**config.mk**
```make
export PLATFORM = sky130hd
export DESIGN_NAME = sprl_port
export DESIGN_NICKNAME = d
export VERILOG_FILES = /design/src/sprl_pkg.sv /design/src/sprl_rx_buf.sv /design/src/sprl_port.sv
export SDC_FILE = /design/constraint.sdc
export NUM_CORES = 1
export LEC_CHECK = 0
export ABC_AREA = 1
export BUFFER_PORTS_ARGS = -buffer_cell sky130_fd_sc_hd__buf_2
export CORE_ASPECT_RATIO = 0.8
export CORE_UTILIZATION = 45
export DETAILED_ROUTE_END_ITERATION = 10
export PLACE_DENSITY = 0.7
export REMOVE_ABC_BUFFERS = 1
export SLEW_MARGIN = 20
export SYNTH_ARGS = -nofsm -noshare
export SYNTH_HDL_FRONTEND = slang
export SYNTH_SLANG_ARGS = --single-unit
```
**constraint.sdc**
```tcl
create_clock -name aclk -period 2.4 [get_ports aclk]
set_input_delay 0.24 -clock aclk [delete_from_list [all_inputs] [get_ports aclk]]
set_output_delay 0.24 -clock aclk [all_outputs]
set_load 0.05 [all_outputs]
```
**src/sprl_pkg.sv**
```systemverilog
// sprl_pkg: shared constants and types for the serial port lockup recovery block
// assumes: 32-bit axi4-lite register access, single clock domain
package sprl_pkg;
	// ==========================================
	// register byte offsets
	localparam logic [7:0] ADDR_PIS = 8'h00;
	localparam logic [7:0] ADDR_PIS_CLR = 8'h04;
	localparam logic [7:0] ADDR_PIS_EN = 8'h08;
	localparam logic [7:0] ADDR_TFD = 8'h0C;
	localparam logic [7:0] ADDR_SERR = 8'h10;
	localparam logic [7:0] ADDR_SCTL = 8'h14;
	localparam logic [7:0] ADDR_STAT = 8'h18;
	// ==========================================
	// field positions
	localparam int PSS_BIT = 1;
	localparam int IFS_BIT = 27;
	localparam int OVF_BIT = 2;
	localparam int LSE_BIT = 23;
	localparam int BSY_BIT = 7;
	localparam int DRQ_BIT = 3;
	localparam logic [3:0] DET_COMRESET = 4'h1;
	localparam logic [3:0] DET_IDLE = 4'h0;
	// ==========================================
	// sizes and bus answers
	localparam int RX_DEPTH = 8;
	localparam logic [1:0] RESP_OKAY = 2'b00;
	localparam logic [1:0] RESP_SLVERR = 2'b10;
	localparam logic [31:0] ZERO32 = 32'h0000_0000;
	// ==========================================
	// link-side events from the receive path
	typedef struct packed {
		logic pio_setup;
		logic pio_write;
		logic sync_escape;
		logic cont_corrupt;
		logic reg_word;
		logic reg_end;
	} sprl_rx_ev_t;
	typedef enum logic [1:0] {SPRL_RUN, SPRL_STALL_PIO, SPRL_STALL_LINK, SPRL_STALL_OVF} sprl_state_t;
endpackage

```
**src/sprl_rx_buf.sv**
```systemverilog
// sprl_rx_buf: receive word buffer for device-to-host register frames
// assumes: writer and reader on aclk; read data registered
`timescale 1ns/10ps
module sprl_rx_buf #(
	parameter int DEPTH = 8,
	parameter int AW = 3
) (
	input wire logic aclk,
	input wire logic ce,
	input wire logic wr_en,
	input wire logic [AW-1:0] wr_addr,
	input wire logic [31:0] wr_data,
	input wire logic [AW-1:0] rd_addr,
	output logic [31:0] rd_data
);
	logic [31:0] mem [DEPTH];
	always_ff @(posedge aclk)
	begin
		if (ce && wr_en)
			mem[wr_addr] <= wr_data;
	end
	always_ff @(posedge aclk)
	begin
		if (ce)
			rd_data <= mem[rd_addr];
	end
endmodule

```
**src/sprl_port.sv**
```systemverilog
// sprl_port: port lockup logic with axi4-lite registers and interrupt
// assumes: rx events from logic on aclk; tfd status from a pin, synchronised here
// How it works
// - pio write setup with busy,drq clear stalls
// - setup sets flag; stall cleared by port reset
// - link lockup sets fatal and sequence error flags
// - sync escape locks link; soft reset useless
// - corrupt continue primitive locks link too
// - register frame over eight words overflows, locks
//
// The AXI4-Lite register port and the address map were decided locally.
`timescale 1ns/10ps
module sprl_port
#(
	parameter int RX_WORDS = sprl_pkg::RX_DEPTH
) (
	input wire logic aclk,
	input wire logic aresetn,
	input wire logic ce,
	input wire logic [7:0] s_axi_awaddr,
	input wire logic s_axi_awvalid,
	output logic s_axi_awready,
	input wire logic [31:0] s_axi_wdata,
	input wire logic [3:0] s_axi_wstrb,
	input wire logic s_axi_wvalid,
	output logic s_axi_wready,
	output logic [1:0] s_axi_bresp,
	output logic s_axi_bvalid,
	input wire logic s_axi_bready,
	input wire logic [7:0] s_axi_araddr,
	input wire logic s_axi_arvalid,
	output logic s_axi_arready,
	output logic [31:0] s_axi_rdata,
	output logic [1:0] s_axi_rresp,
	output logic s_axi_rvalid,
	input wire logic s_axi_rready,
	input wire sprl_pkg::sprl_rx_ev_t rx_ev,
	input wire logic [31:0] rx_word,
	input wire logic soft_reset_seen,
	input wire logic drive_busy_bit,
	input wire logic drive_data_request_bit,
	output logic comreset_r,
	output logic port_stalled_r,
	output logic irq_r
);
	import sprl_pkg::*;
	// ==========================================
	// pin synchronisers
	logic [1:0] bsy_s_r, drq_s_r;
	always_ff @(posedge aclk)
	begin
		if (!aresetn)
		begin
			bsy_s_r <= 2'b00;
			drq_s_r <= 2'b00;
		end
		else if (ce)
		begin
			bsy_s_r <= {bsy_s_r[0], drive_busy_bit};
			drq_s_r <= {drq_s_r[0], drive_data_request_bit};
		end
	end
	wire logic bsy = bsy_s_r[1];
	wire logic drq = drq_s_r[1];
	// ==========================================
	// lockup state machine
	sprl_state_t st_r, st_nxt;
	logic [3:0] det_r;
	logic [3:0] rx_cnt_r;
	logic pio_hit, link_hit, ovf_hit, port_rst;
	assign port_rst = (det_r == DET_COMRESET);
	assign pio_hit = rx_ev.pio_setup && rx_ev.pio_write && !bsy && !drq;
	assign link_hit = rx_ev.sync_escape || rx_ev.cont_corrupt;
	assign ovf_hit = rx_ev.reg_word && (rx_cnt_r == 4'(RX_WORDS));
	always_comb
	begin
		st_nxt = st_r;
		case (st_r)
			SPRL_RUN:
				if (link_hit)
					st_nxt = SPRL_STALL_LINK;
				else if (ovf_hit)
					st_nxt = SPRL_STALL_OVF;
				else if (pio_hit)
					st_nxt = SPRL_STALL_PIO;
			SPRL_STALL_PIO, SPRL_STALL_LINK, SPRL_STALL_OVF:
				st_nxt = st_r; // soft reset frames cannot release any stall
			default:
				st_nxt = SPRL_RUN;
		endcase
		if (port_rst)
			st_nxt = SPRL_RUN;
	end
	always_ff @(posedge aclk)
	begin
		if (!aresetn)
			st_r <= SPRL_RUN;
		else if (ce)
			st_r <= st_nxt;
	end
	always_ff @(posedge aclk)
	begin
		if (!aresetn)
			port_stalled_r <= 1'b0;
		else if (ce)
			port_stalled_r <= (st_nxt != SPRL_RUN);
	end
	// ==========================================
	// receive buffer and frame word count
	logic [31:0] rx_rd_data;
	logic [2:0] rx_rd_idx_r;
	always_ff @(posedge aclk)
	begin
		if (!aresetn)
			rx_cnt_r <= 4'h0;
		else if (ce)
		begin
			if (port_rst || rx_ev.reg_end)
				rx_cnt_r <= 4'h0;
			else if (rx_ev.reg_word && rx_cnt_r != 4'(RX_WORDS))
				rx_cnt_r <= rx_cnt_r + 4'h1;
		end
	end
	sprl_rx_buf #(.DEPTH(RX_DEPTH), .AW(3)) u_buf (
		.aclk(aclk),
		.ce(ce),
		.wr_en(rx_ev.reg_word && rx_cnt_r != 4'(RX_WORDS)),
		.wr_addr(rx_cnt_r[2:0]),
		.wr_data(rx_word),
		.rd_addr(rx_rd_idx_r),
		.rd_data(rx_rd_data)
	);
	// ==========================================
	// interrupt status, sticky; set beats clear
	logic [31:0] pis_r, pis_en_r, serr_r, pis_set, clr_w, wd_r;
	logic wr_go;
	logic [7:0] aw_r;
	always_comb
	begin
		pis_set = ZERO32;
		pis_set[PSS_BIT] = rx_ev.pio_setup;
		pis_set[IFS_BIT] = link_hit && st_r == SPRL_RUN;
		pis_set[OVF_BIT] = ovf_hit && st_r == SPRL_RUN;
		clr_w = (wr_go && aw_r == ADDR_PIS_CLR) ? wd_r : ZERO32;
	end
	always_ff @(posedge aclk)
	begin
		if (!aresetn)
			pis_r <= ZERO32;
		else if (ce)
			pis_r <= (pis_r & ~clr_w) | pis_set;
	end
	always_ff @(posedge aclk)
	begin
		if (!aresetn)
			serr_r <= ZERO32;
		else if (ce)
		begin
			if (wr_go && aw_r == ADDR_SERR)
				serr_r <= serr_r & ~wd_r;
			if (link_hit)
				serr_r[LSE_BIT] <= 1'b1; // set beats clear
		end
	end
	always_ff @(posedge aclk)
	begin
		if (!aresetn)
			irq_r <= 1'b0;
		else if (ce)
			irq_r <= |(((pis_r & ~clr_w) | pis_set) & pis_en_r);
	end
	// ==========================================
	// axi4-lite write channel
	// ready flops keep outputs registered; the bus must idle while ce is low
	assign wr_go = !s_axi_awready && !s_axi_wready && !s_axi_bvalid;
	always_ff @(posedge aclk)
	begin
		if (!aresetn)
		begin
			s_axi_awready <= 1'b1;
			s_axi_wready <= 1'b1;
			aw_r <= 8'h00;
			wd_r <= ZERO32;
			s_axi_bvalid <= 1'b0;
			s_axi_bresp <= RESP_OKAY;
		end
		else if (ce)
		begin
			if (s_axi_awvalid && s_axi_awready)
			begin
				s_axi_awready <= 1'b0;
				aw_r <= s_axi_awaddr;
			end
			if (s_axi_wvalid && s_axi_wready)
			begin
				s_axi_wready <= 1'b0;
				wd_r <= s_axi_wdata;
			end
			if (wr_go)
			begin
				s_axi_awready <= 1'b1;
				s_axi_wready <= 1'b1;
				s_axi_bvalid <= 1'b1;
				s_axi_bresp <= (aw_r > ADDR_STAT || aw_r[1:0] != 2'b00) ? RESP_SLVERR : RESP_OKAY;
			end
			else if (s_axi_bvalid && s_axi_bready)
				s_axi_bvalid <= 1'b0;
		end
	end
	always_ff @(posedge aclk)
	begin
		if (!aresetn)
		begin
			pis_en_r <= ZERO32;
			det_r <= DET_IDLE;
			comreset_r <= 1'b0;
		end
		else if (ce)
		begin
			if (wr_go && aw_r == ADDR_PIS_EN)
				pis_en_r <= wd_r;
			if (wr_go && aw_r == ADDR_SCTL)
				det_r <= wd_r[3:0];
			comreset_r <= port_rst;
		end
	end
	// ==========================================
	// axi4-lite read channel
	logic [31:0] rd_mux;
	always_comb
	begin
		case (s_axi_araddr)
			ADDR_PIS: rd_mux = pis_r;
			ADDR_PIS_EN: rd_mux = pis_en_r;
			ADDR_TFD: rd_mux = {24'h00_0000, bsy, 3'b000, drq, 3'b000};
			ADDR_SERR: rd_mux = serr_r;
			ADDR_SCTL: rd_mux = {28'h000_0000, det_r};
			ADDR_STAT: rd_mux = {26'h000_0000, soft_reset_seen, rx_cnt_r[2:0], 2'(st_r)};
			default: rd_mux = ZERO32;
		endcase
	end
	always_ff @(posedge aclk)
	begin
		if (!aresetn)
		begin
			s_axi_arready <= 1'b1;
			s_axi_rvalid <= 1'b0;
			s_axi_rdata <= ZERO32;
			s_axi_rresp <= RESP_OKAY;
			rx_rd_idx_r <= 3'h0;
		end
		else if (ce)
		begin
			if (s_axi_arvalid && s_axi_arready)
			begin
				s_axi_rvalid <= 1'b1;
				s_axi_rdata <= rd_mux;
				s_axi_rresp <= (s_axi_araddr > ADDR_STAT || s_axi_araddr[1:0] != 2'b00)
					? RESP_SLVERR : RESP_OKAY;
			end
			else if (s_axi_rvalid && s_axi_rready)
				s_axi_rvalid <= 1'b0;
			rx_rd_idx_r <= rx_rd_data[2:0] ^ rx_rd_idx_r;
			s_axi_arready <= (s_axi_rvalid && s_axi_rready) || (s_axi_arready && !s_axi_arvalid);
		end
	end
	// ==========================================
	// checks
	stall_hold_a: assert property (@(posedge aclk) disable iff (!aresetn)
		ce && st_r != SPRL_RUN && !port_rst |=> st_r == $past(st_r))
		else $error("stall released without port reset");
	pio_lock_a: assert property (@(posedge aclk) disable iff (!aresetn)
		ce && st_r == SPRL_RUN && pio_hit && !link_hit && !ovf_hit && !port_rst
		|=> st_r == SPRL_STALL_PIO)
		else $error("pio setup did not stall");
	pss_set_a: assert property (@(posedge aclk) disable iff (!aresetn)
		ce && rx_ev.pio_setup |=> pis_r[PSS_BIT])
		else $error("pio setup flag not set");
	link_flags_a: assert property (@(posedge aclk) disable iff (!aresetn)
		ce && link_hit && st_r == SPRL_RUN |=> pis_r[IFS_BIT] && serr_r[LSE_BIT])
		else $error("link lockup flags missing");
	esc_lock_a: assert property (@(posedge aclk) disable iff (!aresetn)
		ce && rx_ev.sync_escape && st_r == SPRL_RUN && !port_rst |=> st_r == SPRL_STALL_LINK)
		else $error("sync escape did not lock");
	cont_lock_a: assert property (@(posedge aclk) disable iff (!aresetn)
		ce && rx_ev.cont_corrupt && st_r == SPRL_RUN && !port_rst |=> st_r == SPRL_STALL_LINK)
		else $error("continue corruption did not lock");
	ovf_lock_a: assert property (@(posedge aclk) disable iff (!aresetn)
		ce && ovf_hit && !link_hit && st_r == SPRL_RUN && !port_rst |=> st_r == SPRL_STALL_OVF)
		else $error("overflow did not lock");
	comreset_out_a: assert property (@(posedge aclk) disable iff (!aresetn)
		ce && port_rst |=> comreset_r && st_r == SPRL_RUN)
		else $error("comreset not driven");
endmodule

```
==> results of run 1 <==
-- worst paths after layout --
path	to	start	cells after the start
setup / recovery	irq_r	aw_r[0]	13
hold / removal	bsy_s_r[0]	drive_busy_bit	3
setup reg to reg	irq_r	aw_r[0]	13
hold reg to reg	aw_r[0]	aw_r[0]	2
-- power breakdown --
part	internal (uW)	switching, uW
Sequential	3260	42.7
Combinational	143	320
Clock	1600	1170
Total	5000	1530
-- cells in the final DEF, fill, tap and decap left out, drive strengths merged --
cell type	n
a211oi	1
a21oi	123
a31o	1
a31oi	3
a41oi	1
buf	127
bufinv	1
clkbuf	28
clkinv	2
clkinvlp	1
conb	2
dfxtp	192
ha	2
inv	161
nand2	276
nand3	72
nand4	3
nor2	40
nor3	6
nor3b	2
nor4	1
o211ai	62
o21ai	104
or2	1
-- kinds of logic after synthesis --
logic type / Yosys count / share of synthesized area, %
compound gates: 295 / 20.43
fa+ha+maj: 2 / 0.3107
buf+inv: 226 / 11.06
flops: 192 / 47.72
other cells: 1 / 0.04656
simple gates: 401 / 20.43
-- metal layers --
metal  up-vias  share of wire, %  GRT usage [%]
li1       3775                 -              -
met4         0              0.50          4.517
met3         8               5.0          5.131
met2       159                45          37.30
met1      3400                49          32.93
met5         -                 0              0
-- registers in the layout, indices dropped and copies added, names as in the netlist, 2 cells and up --
signal and cells:
det_r 4, drq_s_r 2, s_axi_rdata 32, wd_r 32, rx_cnt_r 4, pis_en_r 32, bsy_s_r 2, serr_r 32
aw_r 8, st_r 2, pis_r 32
-- final cells by class --
type                       instances  area share (%)
clock buffer                      28           5.575
clock inverter                     4          0.5032
inverter                         161           6.397
multi-input combinational        700           35.23
sequential                       192           40.68
tap                              225           2.980
timing repair buffer             127           8.635
-- metrics by stage --
step | hold WS [ps] | TNS [ps] | total power, uW | std cells | util [%]
6_report | 32.30 | 0 | 6531 | 1437 | 54.20
5_1_grt | 30.94 | 0 | 6786 | 1437 | 54.20
4_1_cts | 18.32 | 0 | 6583 | 1437 | 54.20
3_5_place_dp | 439.7 | 0 | 3834 | 1405 | 50.90
3_3_place_gp | 435.0 | 0 | 3830 | 1405 | 50.90
2_1_floorplan | 324.3 | -8367 | 3604 | 1053 | -
-- cells in the mapped netlist (all sizes together), types with 2 or more instances --
| cell type | number |
|---|---|
| a31oi | 3 |
| ha | 2 |
| inv | 161 |
| buf | 25 |
| dfxtp | 192 |
| o21ai | 104 |
| o211ai | 62 |
| a21oi | 123 |
| nand3 | 72 |
| nor3b | 2 |
| nor2 | 40 |
| nor3 | 6 |
| nand4 | 3 |
| nand2 | 276 |
| clkbuf | 40 |
-- worst max-delay path: cells and delay by family (launching register included) --
family / cells / cell delay, ps
simple gates: 10 / 1250
buf+inv: 3 / 360
flops: 1 / 310
==> metrics list, run 1 <==
- Dominant cell type by area after synthesis: dfxtp_1
* Min-delay worst type: input port to flip-flop
- Entering global routing, the biggest net connects 77 pins.
- For this design the top-level I/O count stands at about 150.
- In this run, CTS created clock tree buffers numbering 17.
- The number of antenna violations at the first check in global routing was 0.
- The hold violation count in the final report is 0.
* Fmax: ~500 MHz
* Clock sink count: 192
* Width of the chip: 151.6 um
* Peak VDD IR: roughly 0.45 mV
- Power Dens Cells: 691.3 nW/um^2
- Die area: 18,440 um^2
- Source-to-sink clock delay at the later pin of the worst-skew pair: roughly 430 ps
- Synthesis produced roughly 1,100 cells.
- No sink is reached through more buffers than the 2 on the longest clock path.
- Post-route worst setup slack: between 300 and 400 ps
- Total of fill cells in the finished design: 1,708
* Register-to-Register Setup Slack: between 300 and 400 ps
- Footprint of the multi-input gates: 3328 um^2
- Sum of overflow across all layers after global routing: 0
- The detail route stage leaves a number of antenna-violating nets equal to 0.
- Across the routed clock network, the largest skew measured is between 5 and 6 ps.
- Number of buffers added to fix hold violations after cts: 0
- Crit path required time: between 2000 and 3000 ps
* Delay contributed by the slowest stage of the critical path: between 300 and 400 ps
- Across the run, the number of max-cap violations was 0.
- Result of the run: finished, final reports clean
- Setup crit start kind: flip-flop
- Core Rows: 43
* Count of flip-flops with a built-in enable after synthesis: 0
- Cell Chain, Critical Path: nor2_1 > inv_1 > nor2_2 > buf_12 > nand3_1 > nand2_1 > nand2_1 > nor2_1 > nand2_1 > nor2_1 > nand3_1 > nand2_1 > inv_1
- Worst-path clk slew: roughly 70 ps
* Number of post-CTS setup repair buffers: 0
- A synthesized cell averages ~7.2 um^2.
- DRT iter0 DRCs: roughly 530
* Initial core utilization: a little under half
* Share of Yosys cell area claimed by the top area cell type: around 48%
- The first detailed-routing pass took 5 iterations.
- The final number of max-transition violations is 0.
* Distinct cells, synth: 25
- # H-tree levels: 4
* Yosys reg bits: 192
- For this run, the register share of the synthesized area comes to a little under half.
- Place WS: 433.9 ps
* Sequential cell area: 3844 um^2
- Routed wirelength normalized by instance count: between 10 and 15 um
- Count of cells resized by post-cts repair: 0
- For this run, the number of Yosys warnings is 0.
* Critical path endpoint category: flip-flop
- Relative slew slack: around 63%
- Overall track demand over capacity in global routing: 23.52%
- CTS tree: built
- Detailed placement ended at an HPWL of 13,100 um.
* Measured slew at the worst slew-check pin: about 550 ps
- 0 antenna diodes ended up in the layout.
- Post-placement cell area: 8874 um^2
* Number of setup violations in the final report: 0
- The final layout contains routed wiring with a total length of around 21,000 um.
- With fillers left out, the area of the finished cells amounts to about 9400 um^2.
- Setup repair after global routing left no endpoint under its margin.
- The first global-routing pass estimated about 33,000 um of wire.
- Leak pwr: around 0.0045 uW
- CTS Root Buffer Type: clkbuf_16
- Y dimension of the die: about 120 um
* Ratio of final minimum period to clock period: 83.53%
- Buffers placed on the I/O ports in this run total ~110.
* Net total in the final layout: between 1,000 and 1,500
- Weighted congestion at the end of routability-driven global placement: 0.8164
- Counting stages on the worst path, the most repeated cell is nand2_1.
- The critical path in this run is classified as flip-flop to flip-flop.
- Data on the critical path arrives at its endpoint at roughly 2300 ps.
- Counting flops with an async set or reset pin after synthesis yields a share of 0%.
- Yosys attributes the largest share of cell area to dfxtp_1, nand2_1, a21oi_1.
- Layout cell share with drive strength beyond 1: a little over an eighth
* Placeable core area: between 15,000 and 20,000 um^2
- Post-synthesis instance area: 8054 um^2
- In this run the worst path has a maximum fanout of 32.
- Via count of the first global-routing pass: roughly 6,700
- The largest individual stage delay along the critical path comes from the cell dfxtp_1.
* Vias after detailed routing: roughly 7,300
- Among all flip-flop cells after synthesis, the most frequent one is dfxtp_1.
- Final routed DRC violation total: 0
- The area growth from synthesis to layout is 17.31%.
- Subtracting the final worst setup slack from the clock period gives between 2000 and 2500 ps.
- In the routed layout, each cell is associated on average with a via count of between 5 and 6.
(Power assumes the default switching activity.)
==> run 2, diff against run 1 <==
- PLACE_DENSITY: 0.7 -> 0.72
- clock period: 2.4 -> 1.7 ns (I/O delays scaled with it)
==> metrics list, run 2 (synthesized netlist as in run 1, its figures left out) <==
- The flow ran to the end, but the final reports show violations.
* Failing checks: setup timing
- The number of antenna diodes in the final layout is 0.
- In the post-route analysis, the smallest setup slack over all paths is -218.8 ps.
* Routed wirelength normalized by instance count: roughly 16 um
- Crit path required time: between 2000 and 2500 ps
- The first global-routing pass estimated roughly 35,000 um of wire.
- The number of antenna violations at the first check in global routing is 0.
- CP Class: flip-flop to flip-flop
- Entering global routing, the biggest net connects between 60 and 70 pins.
- Ratio of final minimum period to clock period: 112.9%
* Worst-path clk slew: around 70 ps
- Net total in the final layout: 1,359
- The smallest clock period supported by the final layout is computed as 1919 ps.
- The cell sitting at the root of the clock tree is a clkbuf_16.
- The clock net in this run drives a total of between 150 and 200 sinks.
- Detailed Routing Iterations Pass 1: 6
- After the first detailed-routing iteration, the DRC count stood at approximately 730.
- Timing would allow up to 521.2 MHz.
* Vias per std cell: between 5 and 6
* CTS Buffer Depth: 2
* Routed wire length: between 20,000 and 25,000 um
- Setup repair after global routing missed its margin: yes
* CTS tree: built
* Global-route met2 utilization: 39.47%
* Largest fanout of any net on the critical path: 8
- Die area: roughly 18,000 um^2
- The number of clock buffers added by TritonCTS is 17.
- Routing usage on met3: approximately 5.2%
- Number of failing hold endpoints at the final stage: 0
* Most utilized layer in the global route result: met2
* Leak pwr: a little under 0.005 uW
- Most common library cell in the layout ignoring fill and taps: nand2_1
- Placeable core area: roughly 17,000 um^2
- Buffers placed on the I/O ports in this run total between 100 and 150.
- DPL Wire Length: roughly 13,000 um
- Place WS: -60.50 ps
- Global routing met1 resource utilization: roughly 34%
- Critical path endpoint category: flip-flop
- The detail route stage leaves a number of antenna-violating nets equal to 0.
- The later pin in the worst-skew pair is clocked with a latency of 440 ps.
- From left edge to right edge, the die measures 151.6 um.
- Setup crit start kind: flip-flop
- The final number of max-transition violations is 0.
- Relative to the synthesized area, the layout overhead comes to 29.61%.
- Layout cell share with drive strength beyond 1: a little over a fifth
- Global routing used 24.68% of the available tracks.
- After layout, the design draws a total of 9741 uW.
- The H-tree was split into 4 levels.
- Final worst clock skew: approximately 8 ps
* Worst endpoint data arrival time: 2280 ps
- Across the run, the number of max-cap violations was 0.
* Number of setup violations in the final report: 49
- Min-delay worst type: input port to flip-flop
* Core utilization of the finished layout: 59.88%
- The via count of the first global-routing pass is ~7,000.
- Post-placement cell count: around 1,400
* Sum of overflow across all layers after global routing: 0
- approximately 150 I/O pins were placed.
* Commonest cells after routing, fill and taps aside: nand2_1, dfxtp_1, inv_1, a21oi_1, buf_2
- The finished layout holds around 1,500 standard cells, fillers aside.
- Total of fill cells in the finished design: 1,565
- Measured along the y axis, the die boundary spans 121.7 um.
- Weighted congestion at the end of routability-driven global placement: roughly 0.78
* Vias after detailed routing: 7,898
- Initial core utilization: about 46%
- Peak VDD IR: between 0.6 and 0.7 mV
- Dividing total power by cell area gives a power density of roughly 930 nW/um^2.
* Final routed DRC violation total: 0
- Core Rows: 43
run 2: final timing paths:
| kind | startpoint | endpoint | slack (ps) | cells past startpoint |
|---|---|---|---|---|
| worst max register to register | s_axi_awready | pis_en_r[16] | -220 | 11 |
| worst min register to register | s_axi_rdata[16] | s_axi_rdata[16] | 460 | 2 |
| worst max-delay path | s_axi_awready | pis_en_r[16] | -220 | 11 |
| worst min-delay path | s_axi_wdata[17] | wd_r[17] | 6 | 3 |
run 2: worst max-delay path, cell delays in order, from the launching register on:
cell and delay, ps:
dfxtp_2 320, nor2_2 120, nand2_2 90, buf_6 130, nor2_4 110, inv_4 60
buf_6 110, nor4_4 280, buf_6 200, buf_6 180, o21ai_1 80, a21oi_1 160
run 2: per-layer routing:
layer  wire [um]  up-vias  share of wire, %
met1       10460     3645                44
li1            -     3900                 -
met4         403        0               1.7
met5           0        -                 0
met2       10860      318                46
met3        2011       35               8.5
run 2: timing repair:
action / in CTS / in global routing
buffers inserted: 5 / 7
pin swaps: 5 / 31
gates cloned: 2 / 9
hold buffers: 7 / 0
hold endpoints to repair: 7 / 0
resized for setup: 41 / 74
setup endpoints to repair: 44 / 72
run 2: report_power, final:
group          internal [uW]  switching, uW
registers               4600           70.1
clock network           2550           1730
logic                    280            510
total                   7430           2310
run 2: area by class of cell:
cell class	instances	area (um^2)	area share, %
Clock buffer	23	508.0	4.866
Timing Repair Buffer	184	1486	14.24
Clock inverter	9	127.6	1.223
Inverter	161	606.8	5.813
Tap cell	225	281.5	2.697
Sequential cell	192	3849	36.87
Multi-Input combinational cell	700	3580	34.29
run 2: stage by stage:
step | hold slack (ps) | TNS [ps] | instance area [um^2]
4_1_cts | 1.011 | -2839 | 9973
6_report | 5.541 | -6939 | 10440
3_5_place_dp | 405.2 | -1052 | 9134
3_3_place_gp | 398.2 | -11.32 | 9134
2_1_floorplan | 254.3 | -100720 | 7771
5_1_grt | 1.267 | -13120 | 10440
